**src/core/port_tag_ratelimit_pkg.sv**
```systemverilog
package port_tag_ratelimit_pkg;

  // ****************************************************************
  // Register offsets
  // ****************************************************************
  localparam logic [7:0] P1_TAG_HIGH_OFS = 8'h13;
  localparam logic [7:0] P1_TAG_LOW_OFS  = 8'h14;
  localparam logic [7:0] P1_CTRL5_OFS    = 8'h15;
  localparam logic [7:0] P2_TAG_HIGH_OFS = 8'h23;
  localparam logic [7:0] P2_TAG_LOW_OFS  = 8'h24;
  localparam logic [7:0] P2_CTRL5_OFS    = 8'h25;
  localparam logic [7:0] P3_TAG_HIGH_OFS = 8'h33;
  localparam logic [7:0] P3_TAG_LOW_OFS  = 8'h34;
  localparam logic [7:0] P3_CTRL5_OFS    = 8'h35;

  // ****************************************************************
  // Reset values
  // ****************************************************************
  localparam logic [7:0] TAG_HIGH_RST = 8'h00;
  localparam logic [7:0] TAG_LOW_RST  = 8'h01;
  localparam logic [7:0] CTRL5_RST    = 8'h00;

  // ****************************************************************
  // Field positions
  // ****************************************************************
  localparam int PRIO_MSB     = 7;
  localparam int PRIO_LSB     = 5;
  localparam int CFI_BIT      = 4;
  localparam int VID_HI_MSB   = 3;
  localparam int MII_MAC_BIT  = 7;
  localparam int SELF1_BIT    = 6;
  localparam int SELF2_BIT    = 5;
  localparam int DROP_TAG_BIT = 4;
  localparam int LMODE_MSB    = 3;
  localparam int LMODE_LSB    = 2;
  localparam int GAP_BIT      = 1;
  localparam int PRE_BIT      = 0;

  // ****************************************************************
  // Accounting figures
  // ****************************************************************
  localparam logic [4:0] GAP_BYTES      = 5'h0c;
  localparam logic [4:0] PREAMBLE_BYTES = 5'h08;

  // ****************************************************************
  // Ingress limit modes
  // ****************************************************************
  typedef enum logic [1:0]
  {
    LIMIT_ALL   = 2'h0,
    LIMIT_FLOOD = 2'h1,
    LIMIT_MCAST = 2'h2,
    LIMIT_BCAST = 2'h3
  } limit_mode_t;

endpackage

```
**src/core/port_tag_ratelimit_ctrl.sv**
```systemverilog
`timescale 1ns/1ps
`default_nettype none

module port_tag_ratelimit_ctrl
  import port_tag_ratelimit_pkg::*;
#(
  parameter int NPORT = 3
)
(
  input  wire logic        clock,
  input  wire logic        reset,
  input  wire logic        port3_rx_valid_strap_pin,
  input  wire logic        reg_wr,
  input  wire logic        reg_rd,
  input  wire logic [7:0]  reg_addr,
  input  wire logic [7:0]  reg_wdata,
  output logic      [7:0]  reg_rdata,
  output logic             reg_hit,
  input  wire logic [2:0]  rx_tagged,
  input  wire logic [35:0] rx_vid,
  input  wire logic [2:0]  rx_bcast,
  input  wire logic [2:0]  rx_mcast,
  input  wire logic [2:0]  rx_flood,
  output logic      [47:0] port_default_tag,
  output logic      [35:0] lookup_vid,
  output logic      [2:0]  drop_frame,
  output logic      [2:0]  limit_count,
  output logic      [14:0] overhead_bytes,
  output logic             port3_mii_mac_mode,
  output logic             port1_self_filter_en,
  output logic             port2_self_filter_en
);

  // ****************************************************************
  // Elaboration checks
  // ****************************************************************
  // Offsets and port widths exist for exactly three ports
  generate
    if (NPORT != 3)
    begin : g_bad_nport
      $error("NPORT must be 3");
    end
  endgenerate

  // ****************************************************************
  // Strap capture
  // ****************************************************************
  logic strap_s1_r;
  logic strap_s2_r;
  logic strap_taken_r;

  always_ff @(posedge clock)
  begin
    strap_s1_r <= port3_rx_valid_strap_pin;
    strap_s2_r <= strap_s1_r;
  end

  always_ff @(posedge clock)
  begin
    if (reset)
      strap_taken_r <= 1'b0;
    else
      strap_taken_r <= 1'b1;
  end

  // ****************************************************************
  // Register storage
  // ****************************************************************
  logic [7:0] tag_high_r [NPORT];
  logic [7:0] tag_low_r  [NPORT];
  logic [7:0] ctrl5_r    [NPORT];
  logic [7:0] ofs_high   [NPORT];
  logic [7:0] ofs_low    [NPORT];
  logic [7:0] ofs_ctrl5  [NPORT];

  assign ofs_high[0]  = P1_TAG_HIGH_OFS;
  assign ofs_high[1]  = P2_TAG_HIGH_OFS;
  assign ofs_high[2]  = P3_TAG_HIGH_OFS;
  assign ofs_low[0]   = P1_TAG_LOW_OFS;
  assign ofs_low[1]   = P2_TAG_LOW_OFS;
  assign ofs_low[2]   = P3_TAG_LOW_OFS;
  assign ofs_ctrl5[0] = P1_CTRL5_OFS;
  assign ofs_ctrl5[1] = P2_CTRL5_OFS;
  assign ofs_ctrl5[2] = P3_CTRL5_OFS;

  // ****************************************************************
  // Address decode
  // ****************************************************************
  logic [NPORT-1:0] sel_high;
  logic [NPORT-1:0] sel_low;
  logic [NPORT-1:0] sel_ctrl5;

  genvar p;
  generate
    for (p = 0; p < NPORT; p++)
    begin : g_decode
      assign sel_high[p]  = (reg_addr == ofs_high[p]);
      assign sel_low[p]   = (reg_addr == ofs_low[p]);
      assign sel_ctrl5[p] = (reg_addr == ofs_ctrl5[p]);
    end
  endgenerate

  // ****************************************************************
  // Per-port registers
  // ****************************************************************
  generate
    for (p = 0; p < NPORT; p++)
    begin : g_regs
      logic [7:0] ctrl5_mask;

      // Port 3 keeps bit 7; ports 1 and 2 keep it zero
      assign ctrl5_mask = (p == 2) ? 8'hff : 8'h7f;

      // Tag high byte: priority, CFI, VID upper nibble
      always_ff @(posedge clock)
      begin
        if (reset)
        begin
          tag_high_r[p] <= TAG_HIGH_RST;
        end
        else if (reg_wr && sel_high[p])
        begin
          tag_high_r[p] <= reg_wdata;
        end
      end

      // Tag low byte: VID lower byte
      always_ff @(posedge clock)
      begin
        if (reset)
        begin
          tag_low_r[p] <= TAG_LOW_RST;
        end
        else if (reg_wr && sel_low[p])
        begin
          tag_low_r[p] <= reg_wdata;
        end
      end

      // Control-5; port 3 takes the strap once after reset
      always_ff @(posedge clock)
      begin
        if (reset)
        begin
          ctrl5_r[p] <= CTRL5_RST;
        end
        else if (p == 2 && !strap_taken_r)
        begin
          ctrl5_r[p] <= CTRL5_RST | (8'(!strap_s2_r) << MII_MAC_BIT);
        end
        else if (reg_wr && sel_ctrl5[p])
        begin
          ctrl5_r[p] <= reg_wdata & ctrl5_mask;
        end
      end
    end
  endgenerate

  // ****************************************************************
  // Default tag and lookup VID
  // ****************************************************************
  generate
    for (p = 0; p < NPORT; p++)
    begin : g_vid
      logic [11:0] dflt_vid;
      logic [11:0] rx_vid_p;
      logic        null_vid;
      logic        use_dflt;

      // Tag out for untagged ingress and egress insertion
      assign port_default_tag[16*p +: 16] =
        {tag_high_r[p], tag_low_r[p]};

      assign dflt_vid = {tag_high_r[p][VID_HI_MSB:0], tag_low_r[p]};
      assign rx_vid_p = rx_vid[12*p +: 12];
      assign null_vid = (rx_vid_p == 12'h000);
      assign use_dflt = !rx_tagged[p] || null_vid;
      assign lookup_vid[12*p +: 12] = use_dflt ? dflt_vid : rx_vid_p;
    end
  endgenerate

  // ****************************************************************
  // Tagged frame drop
  // ****************************************************************
  generate
    for (p = 0; p < NPORT; p++)
    begin : g_drop
      assign drop_frame[p] = ctrl5_r[p][DROP_TAG_BIT] & rx_tagged[p];
    end
  endgenerate

  // ****************************************************************
  // Ingress limit class
  // ****************************************************************
  generate
    for (p = 0; p < NPORT; p++)
    begin : g_limit
      limit_mode_t mode;
      logic        in_class;

      assign mode = limit_mode_t'(ctrl5_r[p][LMODE_MSB:LMODE_LSB]);

      always_comb
      begin
        case (mode)
          LIMIT_ALL:
          begin
            in_class = 1'b1;
          end
          LIMIT_FLOOD:
          begin
            in_class = rx_bcast[p] | rx_mcast[p] | rx_flood[p];
          end
          LIMIT_MCAST:
          begin
            in_class = rx_bcast[p] | rx_mcast[p];
          end
          LIMIT_BCAST:
          begin
            in_class = rx_bcast[p];
          end
          default:
          begin
            in_class = 1'b1;
          end
        endcase
      end

      assign limit_count[p] = in_class;
    end
  endgenerate

  // ****************************************************************
  // Rate accounting overhead
  // ****************************************************************
  generate
    for (p = 0; p < NPORT; p++)
    begin : g_ovh
      logic [4:0] gap_add;
      logic [4:0] pre_add;

      assign gap_add = ctrl5_r[p][GAP_BIT] ? GAP_BYTES : 5'h00;
      assign pre_add = ctrl5_r[p][PRE_BIT] ? PREAMBLE_BYTES : 5'h00;
      // Sum peaks at twenty, so five bits never overflow
      assign overhead_bytes[5*p +: 5] = 5'(gap_add + pre_add);
    end
  endgenerate

  // ****************************************************************
  // Mode and filter outputs
  // ****************************************************************
  // Self-filter bits live in the port 1 and port 2 registers only
  assign port3_mii_mac_mode   = ctrl5_r[2][MII_MAC_BIT];
  assign port1_self_filter_en =
    ctrl5_r[0][SELF1_BIT] | ctrl5_r[1][SELF1_BIT];
  assign port2_self_filter_en =
    ctrl5_r[0][SELF2_BIT] | ctrl5_r[1][SELF2_BIT];

  // ****************************************************************
  // Read path
  // ****************************************************************
  logic [7:0] rdata_nxt;
  logic       hit_nxt;

  // Unmapped offsets read as zero with the hit flag low
  always_comb
  begin
    rdata_nxt = 8'h00;
    hit_nxt   = 1'b0;
    for (int i = 0; i < NPORT; i++)
    begin
      if (sel_high[i])
      begin
        rdata_nxt = tag_high_r[i];
        hit_nxt   = 1'b1;
      end
      if (sel_low[i])
      begin
        rdata_nxt = tag_low_r[i];
        hit_nxt   = 1'b1;
      end
      if (sel_ctrl5[i])
      begin
        rdata_nxt = ctrl5_r[i];
        hit_nxt   = 1'b1;
      end
    end
  end

  always_ff @(posedge clock)
  begin
    if (reset)
    begin
      reg_rdata <= 8'h00;
    end
    else if (reg_rd)
    begin
      reg_rdata <= rdata_nxt;
    end
  end

  always_ff @(posedge clock)
  begin
    if (reset)
    begin
      reg_hit <= 1'b0;
    end
    else if (reg_rd)
    begin
      reg_hit <= hit_nxt;
    end
  end

endmodule // port_tag_ratelimit_ctrl

`default_nettype wire

```
**config.mk**
```make
export PLATFORM = sky130hd
export DESIGN_NAME = port_tag_ratelimit_ctrl
export DESIGN_NICKNAME = d
export VERILOG_FILES = /design/src/core/port_tag_ratelimit_pkg.sv /design/src/core/port_tag_ratelimit_ctrl.sv
export SDC_FILE = /design/constraint.sdc
export NUM_CORES = 1
export LEC_CHECK = 0
export BUFFER_PORTS_ARGS = -buffer_cell sky130_fd_sc_hd__clkbuf_2
export CORE_ASPECT_RATIO = 1.1
export CORE_MARGIN = 2
export CORE_UTILIZATION = 40
export CTS_BUF_LIST = sky130_fd_sc_hd__clkbuf_8
export CTS_CLUSTER_DIAMETER = 120
export DETAILED_ROUTE_END_ITERATION = 8
export GPL_ROUTABILITY_DRIVEN = 0
export HOLD_SLACK_MARGIN = 0.12
export PLACE_DENSITY_LB_ADDON = 0.15
export SETUP_SLACK_MARGIN = 0.4
export SLEW_MARGIN = 20
export SYNTH_ARGS = -nofsm -noshare
export SYNTH_HDL_FRONTEND = slang
export SYNTH_SLANG_ARGS = --single-unit
```
**constraint.sdc**
```tcl
create_clock -name clock -period 3.6 [get_ports clock]
set_input_delay 0.36 -clock clock [delete_from_list [all_inputs] [get_ports clock]]
set_output_delay 0.36 -clock clock [all_outputs]
set_load 0.05 [all_outputs]
```
==> impl_metrics.csv, run 1 <==
group,metric,value,unit
run_status,status,"finished clean",
cts,cts_tree,"yes",
placement,io_buffers,179,
sta,finClkSkew,8.68,ps
setup_path,critical-path-slowest-cell,"sky130_fd_sc_hd__nor4_1",
sta,finalSetupViolations,0,
cts,resized_after_cts,0,
finish,fillers,1051,
detailed_routing,detail-route-antenna-nets,0,
placement,numPlacedInstances,742,
global_routing,grt_start_max_net_pins,25,
finish,final_net_count,676,
synth,number_of_warnings_printed_during_yosys_synthesis,0,
finish,stdcell_count,759,
finish,area_used_by_multi_input_combinational_logic,0.00213,mm^2
sta,max_clock_freq,457,MHz
die,placeableCoreArea,0.0114,mm^2
die,initial_utilization,0.408,
synth,synthCells,429,
sta,final_min_period_over_clock_period,0.608,
detailed_routing,initialDrtViolationCount,274,
finish,post_route_cells_drive_above_1_share,0.419,
synth,post_synth_design_cell_area,0.00465,mm^2
finish,final_core_density,0.515,
sta,drv_slew,0,
finish,antenna_cells_inserted,0,
cts,worst_skew_pair.late_latency,360,ps
global_routing,first_global_vias,3963,
sta,timing_hold_violations_final,0,
sta,worst-slew-pin-transition,829,ps
flow_run,maxCapViolations,0,
pwr,powerDensity,414,mW/mm^2
die,die-height,117,um
setup_path,critPathKind,"input pin to primary output",
global_routing,grt_overflow,0,
setup_path,path_buf_inv,2,
cts,ctsHoldBuffers,1,
setup_path,timing.critical_path.from_type,"input pin",
global_routing,total_routing_resource_utilization_after_global_routing,0.239,
cts,clock_buffers_created_by_tritoncts,9,
synth,synth_cell_type_count,52,
sta,relative_slew_margins,0.447,
detailed_routing,detailed_route_drc_error_count,0,
setup_path,kind_of_capture_point_of_the_worst_setup_path,"primary output",
finish,final-seq-area,0.00234,mm^2
setup_path,critical_path_arrival,1830,ps
cts,postCtsSetupRepairBufs,0,
setup_path,crit_path_cell_trace,"clkbuf_2 > nor4_1 > a31oi_2 > mux2_2 > clkbuf_2",
sta,totalNegativeSetupSlack,0,ps
detailed_routing,via_per_inst,5.40,
setup_path,cp_common_cell,"sky130_fd_sc_hd__clkbuf_2",
global_routing,grt_antenna_before_repair,0,
sta,rsz0062_at_grt,"false",
setup_path,cp_slowest_stage_delay,420,ps
synth,postSynth.topFlopCell,"sky130_fd_sc_hd__edfxtp_1",
detailed_routing,post_dr_wirelength_cell,19.4,um
cts,clk_pin_slew,80,ps
synth,synthesis.area_per_instance,10.8,um^2
die,die_width,107,um
die,io-pin-count,186,
pwr,power.ir.vdd_worst,0.151,mV
placement,placedInstanceArea,0.00562,mm^2
finish,area_growth_from_synthesis_to_layout,26.3,%
synth,synth-seq-area-share,0.504,
die,design.die.area,0.0125,mm^2
detailed_routing,num_vias,4101,
global_routing,wire_length_of_the_first_global_routing_pass,22100,um
cts,cts_root_buf,"sky130_fd_sc_hd__clkbuf_8",
synth,synth_enable_flop_cells,70,
finish,stdcell_area,0.00587,mm^2
die,num_rows,41,
synth,postSynth.asyncResetShare,0,
setup_path,timing.critical_path.fanout_max,12,
setup_path,critical-path-top-delay-family,"simple AND/OR/NAND/NOR gates",
cts,h_tree_depth,3,
setup_path,worst_ep_required_time,3240,ps
sta,min_period,2190,ps
pwr,power_total,0.00243,W
detailed_routing,drt-total-wl,14700,um
cts,clkSinkCount,82,
detailed_routing,firstDrtPassIters,5,
pwr,power.static_leakage,2.43,nW
cts,cts-root-to-sink-buffers,2,
placement,dpl.hpwl,11200,um
min_path,holdCritPathClass,"input pin to register",
synth,yosys_register_bits,82,
through the flow:
step / setup slack, ps / hold WS, ps
after floorplan: 1540 / 310
after global placement: 1160 / 310
after detailed placement: 1130 / 322
after CTS: 1150 / 299
after global routing: 1270 / 318
final: 1410 / 320
per-layer routing:
metal / global-route usage / share of wire
met5: 0 / 0
met4: 0.101 / 0.026
met3: 0.0244 / 0.063
met2: 0.417 / 0.49
met1: 0.306 / 0.42
final cells by class:
| type | instances | share of cell area |
|---|---|---|
| Sequential cell | 82 | 0.399 |
| Timing Repair Buffer | 186 | 0.162 |
| Tap cell | 150 | 0.0320 |
| Multi-Input combinational cell | 314 | 0.363 |
| Clock buffer | 10 | 0.0234 |
| Inverter | 11 | 0.00703 |
| Clock inverter | 6 | 0.0139 |
cell usage after synthesis (10+ instances only):
cell,n,share of area
sky130_fd_sc_hd__inv_1,10,0.0081
sky130_fd_sc_hd__o21ai_0,34,0.037
sky130_fd_sc_hd__nand2_1,29,0.023
sky130_fd_sc_hd__nor2_1,10,0.0081
sky130_fd_sc_hd__buf_4,14,0.023
sky130_fd_sc_hd__mux2_2,36,0.087
sky130_fd_sc_hd__and2_1,71,0.096
sky130_fd_sc_hd__dfxtp_1,12,0.052
sky130_fd_sc_hd__nand3_1,11,0.012
sky130_fd_sc_hd__a21oi_1,18,0.019
sky130_fd_sc_hd__edfxtp_1,70,0.45
sky130_fd_sc_hd__a22oi_1,11,0.018
flip-flops by register name, indices dropped and copies added (netlist names):
| register | cells |
|---|---|
| ctrl5_r | 22 |
| strap_s2_r | 1 |
| reg_rdata | 8 |
| reg_hit | 1 |
| strap_s1_r | 1 |
| strap_taken_r | 1 |
| tag_high_r | 24 |
| tag_low_r | 24 |
kinds of logic (layout without fill, tap and decap cells):
logic type               Yosys count  after routing  share of synthesized area
AO/OA/AOI/OAI                     97             97                      0.128
adder cells (fa/ha/maj)            3              3                    0.00808
buffers and inverters             38            213                     0.0460
flip-flops                        82             82                      0.504
multiplexers                      36             36                     0.0872
other                              1              6                   0.000807
AND/OR/NAND/NOR                  172            172                      0.225
power breakdown:
group / internal (W) / switching (W) / leakage (nW)
Combinational: 0.000140 / 0.000432 / 1.54
Clock: 0.000405 / 0.000336 / 0.113
Sequential: 0.00107 / 0.0000446 / 0.776
cells in the final DEF, fill, tap and decap left out, types with 2 or more instances in the layout:
cell and instances:
sky130_fd_sc_hd__a22oi_1 11, sky130_fd_sc_hd__or2_2 3, sky130_fd_sc_hd__clkbuf_8 10, sky130_fd_sc_hd__o2bb2ai_1 2
sky130_fd_sc_hd__bufinv_16 2, sky130_fd_sc_hd__o31ai_1 2, sky130_fd_sc_hd__nand3_1 11, sky130_fd_sc_hd__edfxtp_1 70
sky130_fd_sc_hd__nor3_1 2, sky130_fd_sc_hd__a32o_1 2, sky130_fd_sc_hd__nand2b_1 5, sky130_fd_sc_hd__clkinv_2 2
sky130_fd_sc_hd__conb_1 6, sky130_fd_sc_hd__or3_1 3, sky130_fd_sc_hd__buf_4 6, sky130_fd_sc_hd__o21ai_0 33
sky130_fd_sc_hd__clkbuf_2 179, sky130_fd_sc_hd__o22ai_1 6, sky130_fd_sc_hd__nor2_2 4, sky130_fd_sc_hd__a21o_1 3
sky130_fd_sc_hd__and3_1 2, sky130_fd_sc_hd__or2_1 2, sky130_fd_sc_hd__a221o_1 2, sky130_fd_sc_hd__nor2b_1 8
sky130_fd_sc_hd__inv_1 11, sky130_fd_sc_hd__o21ai_1 4, sky130_fd_sc_hd__a21oi_1 18, sky130_fd_sc_hd__mux2_2 36
sky130_fd_sc_hd__a31oi_1 3, sky130_fd_sc_hd__nand2_1 29, sky130_fd_sc_hd__and2_1 71, sky130_fd_sc_hd__dfxtp_1 12
sky130_fd_sc_hd__o221ai_1 3, sky130_fd_sc_hd__a31oi_2 3, sky130_fd_sc_hd__and2b_1 2, sky130_fd_sc_hd__nor2_1 10
sky130_fd_sc_hd__nor4_1 9, sky130_fd_sc_hd__ha_1 3, sky130_fd_sc_hd__o211ai_1 2
final timing paths:
path | from | to | slack (ps) | cells past startpoint
worst max-delay path | rx_vid[31] | lookup_vid[26] | 1410 | 5
worst min-delay path | reg_rd | reg_rdata[5] | 320 | 2
worst max register to register | tag_low_r[1][5] | reg_rdata[5] | 1950 | 5
worst min register to register | strap_s1_r | strap_s2_r | 330 | 0
No activity file was read; power rests on OpenSTA's default activity.
==> run 2: changes to the inputs <==
Clock period 3.6 ns to 2 ns, I/O delays scaled along.
==> impl_metrics.csv, run 2 (synthesis results as in run 1) <==
group,metric,value,unit
die,num_rows,41,
setup_path,path_buf_inv,2,
sta,layout_setup_ws,341,ps
finish,final_cell_mix,"sky130_fd_sc_hd__clkbuf_2 (128), sky130_fd_sc_hd__and2_1 (71), sky130_fd_sc_hd__edfxtp_1 (70)",
setup_path,timing.critical_path.fanout_max,6,
placement,dpl.hpwl,11600,um
detailed_routing,via_per_inst,5.51,
finish,final_core_density,0.579,
detailed_routing,detail-route-antenna-nets,0,
detailed_routing,drt-total-wl,16300,um
cts,h_tree_depth,3,
finish,stdcell_count,787,
cts,cts_tree,"yes",
finish,post_route_cells_drive_above_1_share,0.465,
cts,cts_root_buf,"sky130_fd_sc_hd__clkbuf_8",
setup_path,critical-path-slowest-cell,"sky130_fd_sc_hd__nor4_4",
pwr,power_frac_seq,0.457,
finish,area_growth_from_synthesis_to_layout,41.9,%
setup_path,timing.critical_path.from_type,"input pin",
pwr,power.static_leakage,2.74,nW
finish,final_net_count,704,
cts,clkSinkCount,82,
setup_path,critical_path_arrival,1460,ps
detailed_routing,post_dr_wirelength_cell,20.8,um
finish,fillers,1018,
setup_path,setup.worst_path.end,"lookup_vid[20]",
finish,stdcell_area,0.00659,mm^2
cts,clock_buffers_created_by_tritoncts,9,
sta,finClkSkew,8.94,ps
flow_run,maxCapViolations,0,
detailed_routing,num_vias,4338,
die,die-height,117,um
pwr,sw_power,0.00151,W
sta,max_clock_freq,603,MHz
setup_path,worst_r2r_startpoint,"tag_low_r[1][5]",
die,initial_utilization,0.408,
min_path,holdCritPathClass,"input pin to register",
sta,relative_slew_margins,0.633,
die,design.die.area,0.0125,mm^2
detailed_routing,detailed_route_drc_error_count,0,
pwr,sw_frac_of_total,0.344,
setup_path,critPathKind,"input pin to primary output",
placement,io_buffers,179,
global_routing,grt_overflow,0,
cts,cts-root-to-sink-buffers,2,
global_routing,grt_start_max_net_pins,16,
detailed_routing,firstDrtPassIters,5,
die,die_width,107,um
cts,clk_pin_slew,80,ps
setup_path,critical-path-top-delay-family,"simple AND/OR/NAND/NOR gates",
sta,timing_hold_violations_final,0,
setup_path,regToRegEndpoint,"reg_rdata[5]",
global_routing,first_global_vias,4066,
setup_path,worst_setup_sp,"rx_vid[20]",
pwr,power.ir.vdd_worst,0.306,mV
sta,drv_slew,0,
die,io-pin-count,186,
pwr,clock_power_share,0.261,
setup_path,worst_ep_required_time,1800,ps
sta,finalSetupViolations,0,
placement,numPlacedInstances,755,
placement,placedInstanceArea,0.00575,mm^2
setup_path,ff2ff_path_depth,5,
pwr,powerDensity,668,mW/mm^2
sta,final_min_period_over_clock_period,0.829,
sta,rsz0062_at_grt,"true",
setup_path,crit_cells,5,
global_routing,grt_antenna_before_repair,0,
cts,worst_skew_pair.late_latency,360,ps
global_routing,total_routing_resource_utilization_after_global_routing,0.248,
setup_path,r2r_slack,430,ps
finish,leading_registers_by_flop_count,"tag_high_r: 24 flops, tag_low_r: 24 flops, ctrl5_r: 22 flops",
finish,antenna_cells_inserted,0,
placement,dpl_worst_slack,-108,ps
sta,min_period,1660,ps
sta,totalNegativeSetupSlack,0,ps
finish,layout.cells.most_common,"sky130_fd_sc_hd__clkbuf_2",
pwr,power_internal,0.00289,W
detailed_routing,initialDrtViolationCount,277,
setup_path,cp_slowest_stage_delay,410,ps
run_status,status,"finished clean",
die,placeableCoreArea,0.0114,mm^2
global_routing,wire_length_of_the_first_global_routing_pass,22800,um
setup_path,crit_path_cell_trace,"clkbuf_2 > nor4_4 > a31oi_4 > mux2_2 > clkbuf_8",
setup_path,kind_of_capture_point_of_the_worst_setup_path,"primary output",
pwr,power_share_of_the_combinational_group,0.282,
sta,worst-slew-pin-transition,547,ps
run 2: cell types whose count changed in the layout (fill, tap and decap cells not counted), sizes merged:
cell	previous run	this run
buf	6	73
clkbuf	189	148
inv	11	13
a31oi	6	7
bufinv	2	1
clkinv	3	4
clkinvlp	1	0
run 2: power groups by stage:
stage	registers, W	logic (W)	clock network (W)
global placement	0.00205	0.00103	0
global route	0.00202	0.00129	0.00123
detailed placement	0.00205	0.00105	0
CTS	0.00201	0.00113	0.00115
floorplan	0.00221	0.000563	0
finish	0.00201	0.00124	0.00115
run 2: metrics by stage:
stage                     hold WS [ps]  total power [W]
after floorplan                    228          0.00278
after global placement             302          0.00309
after detailed placement           312          0.00310
after CTS                          157          0.00430
after global routing               173          0.00454
final                              176          0.00440
run 2: cell type report:
type	instances	area, um^2	share of cell area
Multi-Input combinational cell	315	2330	0.354
Clock buffer	9	124	0.0188
Sequential cell	82	2340	0.355
Clock inverter	7	56.3	0.00854
Timing Repair Buffer	213	1510	0.229
Inverter	11	41.3	0.00626
Tap cell	150	188	0.0285
run 2: layer usage:
layer | vias to the layer above | routed length, um | share of wire | GRT usage
met1 | 2085 | 6370 | 0.39 | 0.307
met2 | 241 | 8300 | 0.51 | 0.442
met4 | 0 | 459 | 0.028 | 0.0823
li1 | 1979 | - | - | -
met3 | 33 | 1220 | 0.075 | 0.0443
met5 | - | 0 | 0 | 0
run 2: worst min path at each step:
stage | slack [ps] | start | depth (start not counted) | end
2_1_floorplan | 230 | port3_rx_valid_strap_pin | 0 | strap_s1_r
4_1_cts | 160 | reg_rd | 2 | reg_rdata[5]
5_1_grt | 170 | reg_rd | 2 | reg_rdata[5]
3_5_place_dp | 310 | port3_rx_valid_strap_pin | 1 | strap_s1_r
3_3_place_gp | 300 | port3_rx_valid_strap_pin | 1 | strap_s1_r
6_report | 180 | reg_rd | 2 | reg_rdata[5]
run 2: repair_timing:
item | CTS | global route
pin swaps | 3 | 10
setup buffers | 1 | 11
gates cloned | 1 | 2
resized for setup | 71 | 102
endpoints found under the hold margin | 1 | 0
endpoints found under the setup margin | 42 | 43
hold buffers | 1 | 0
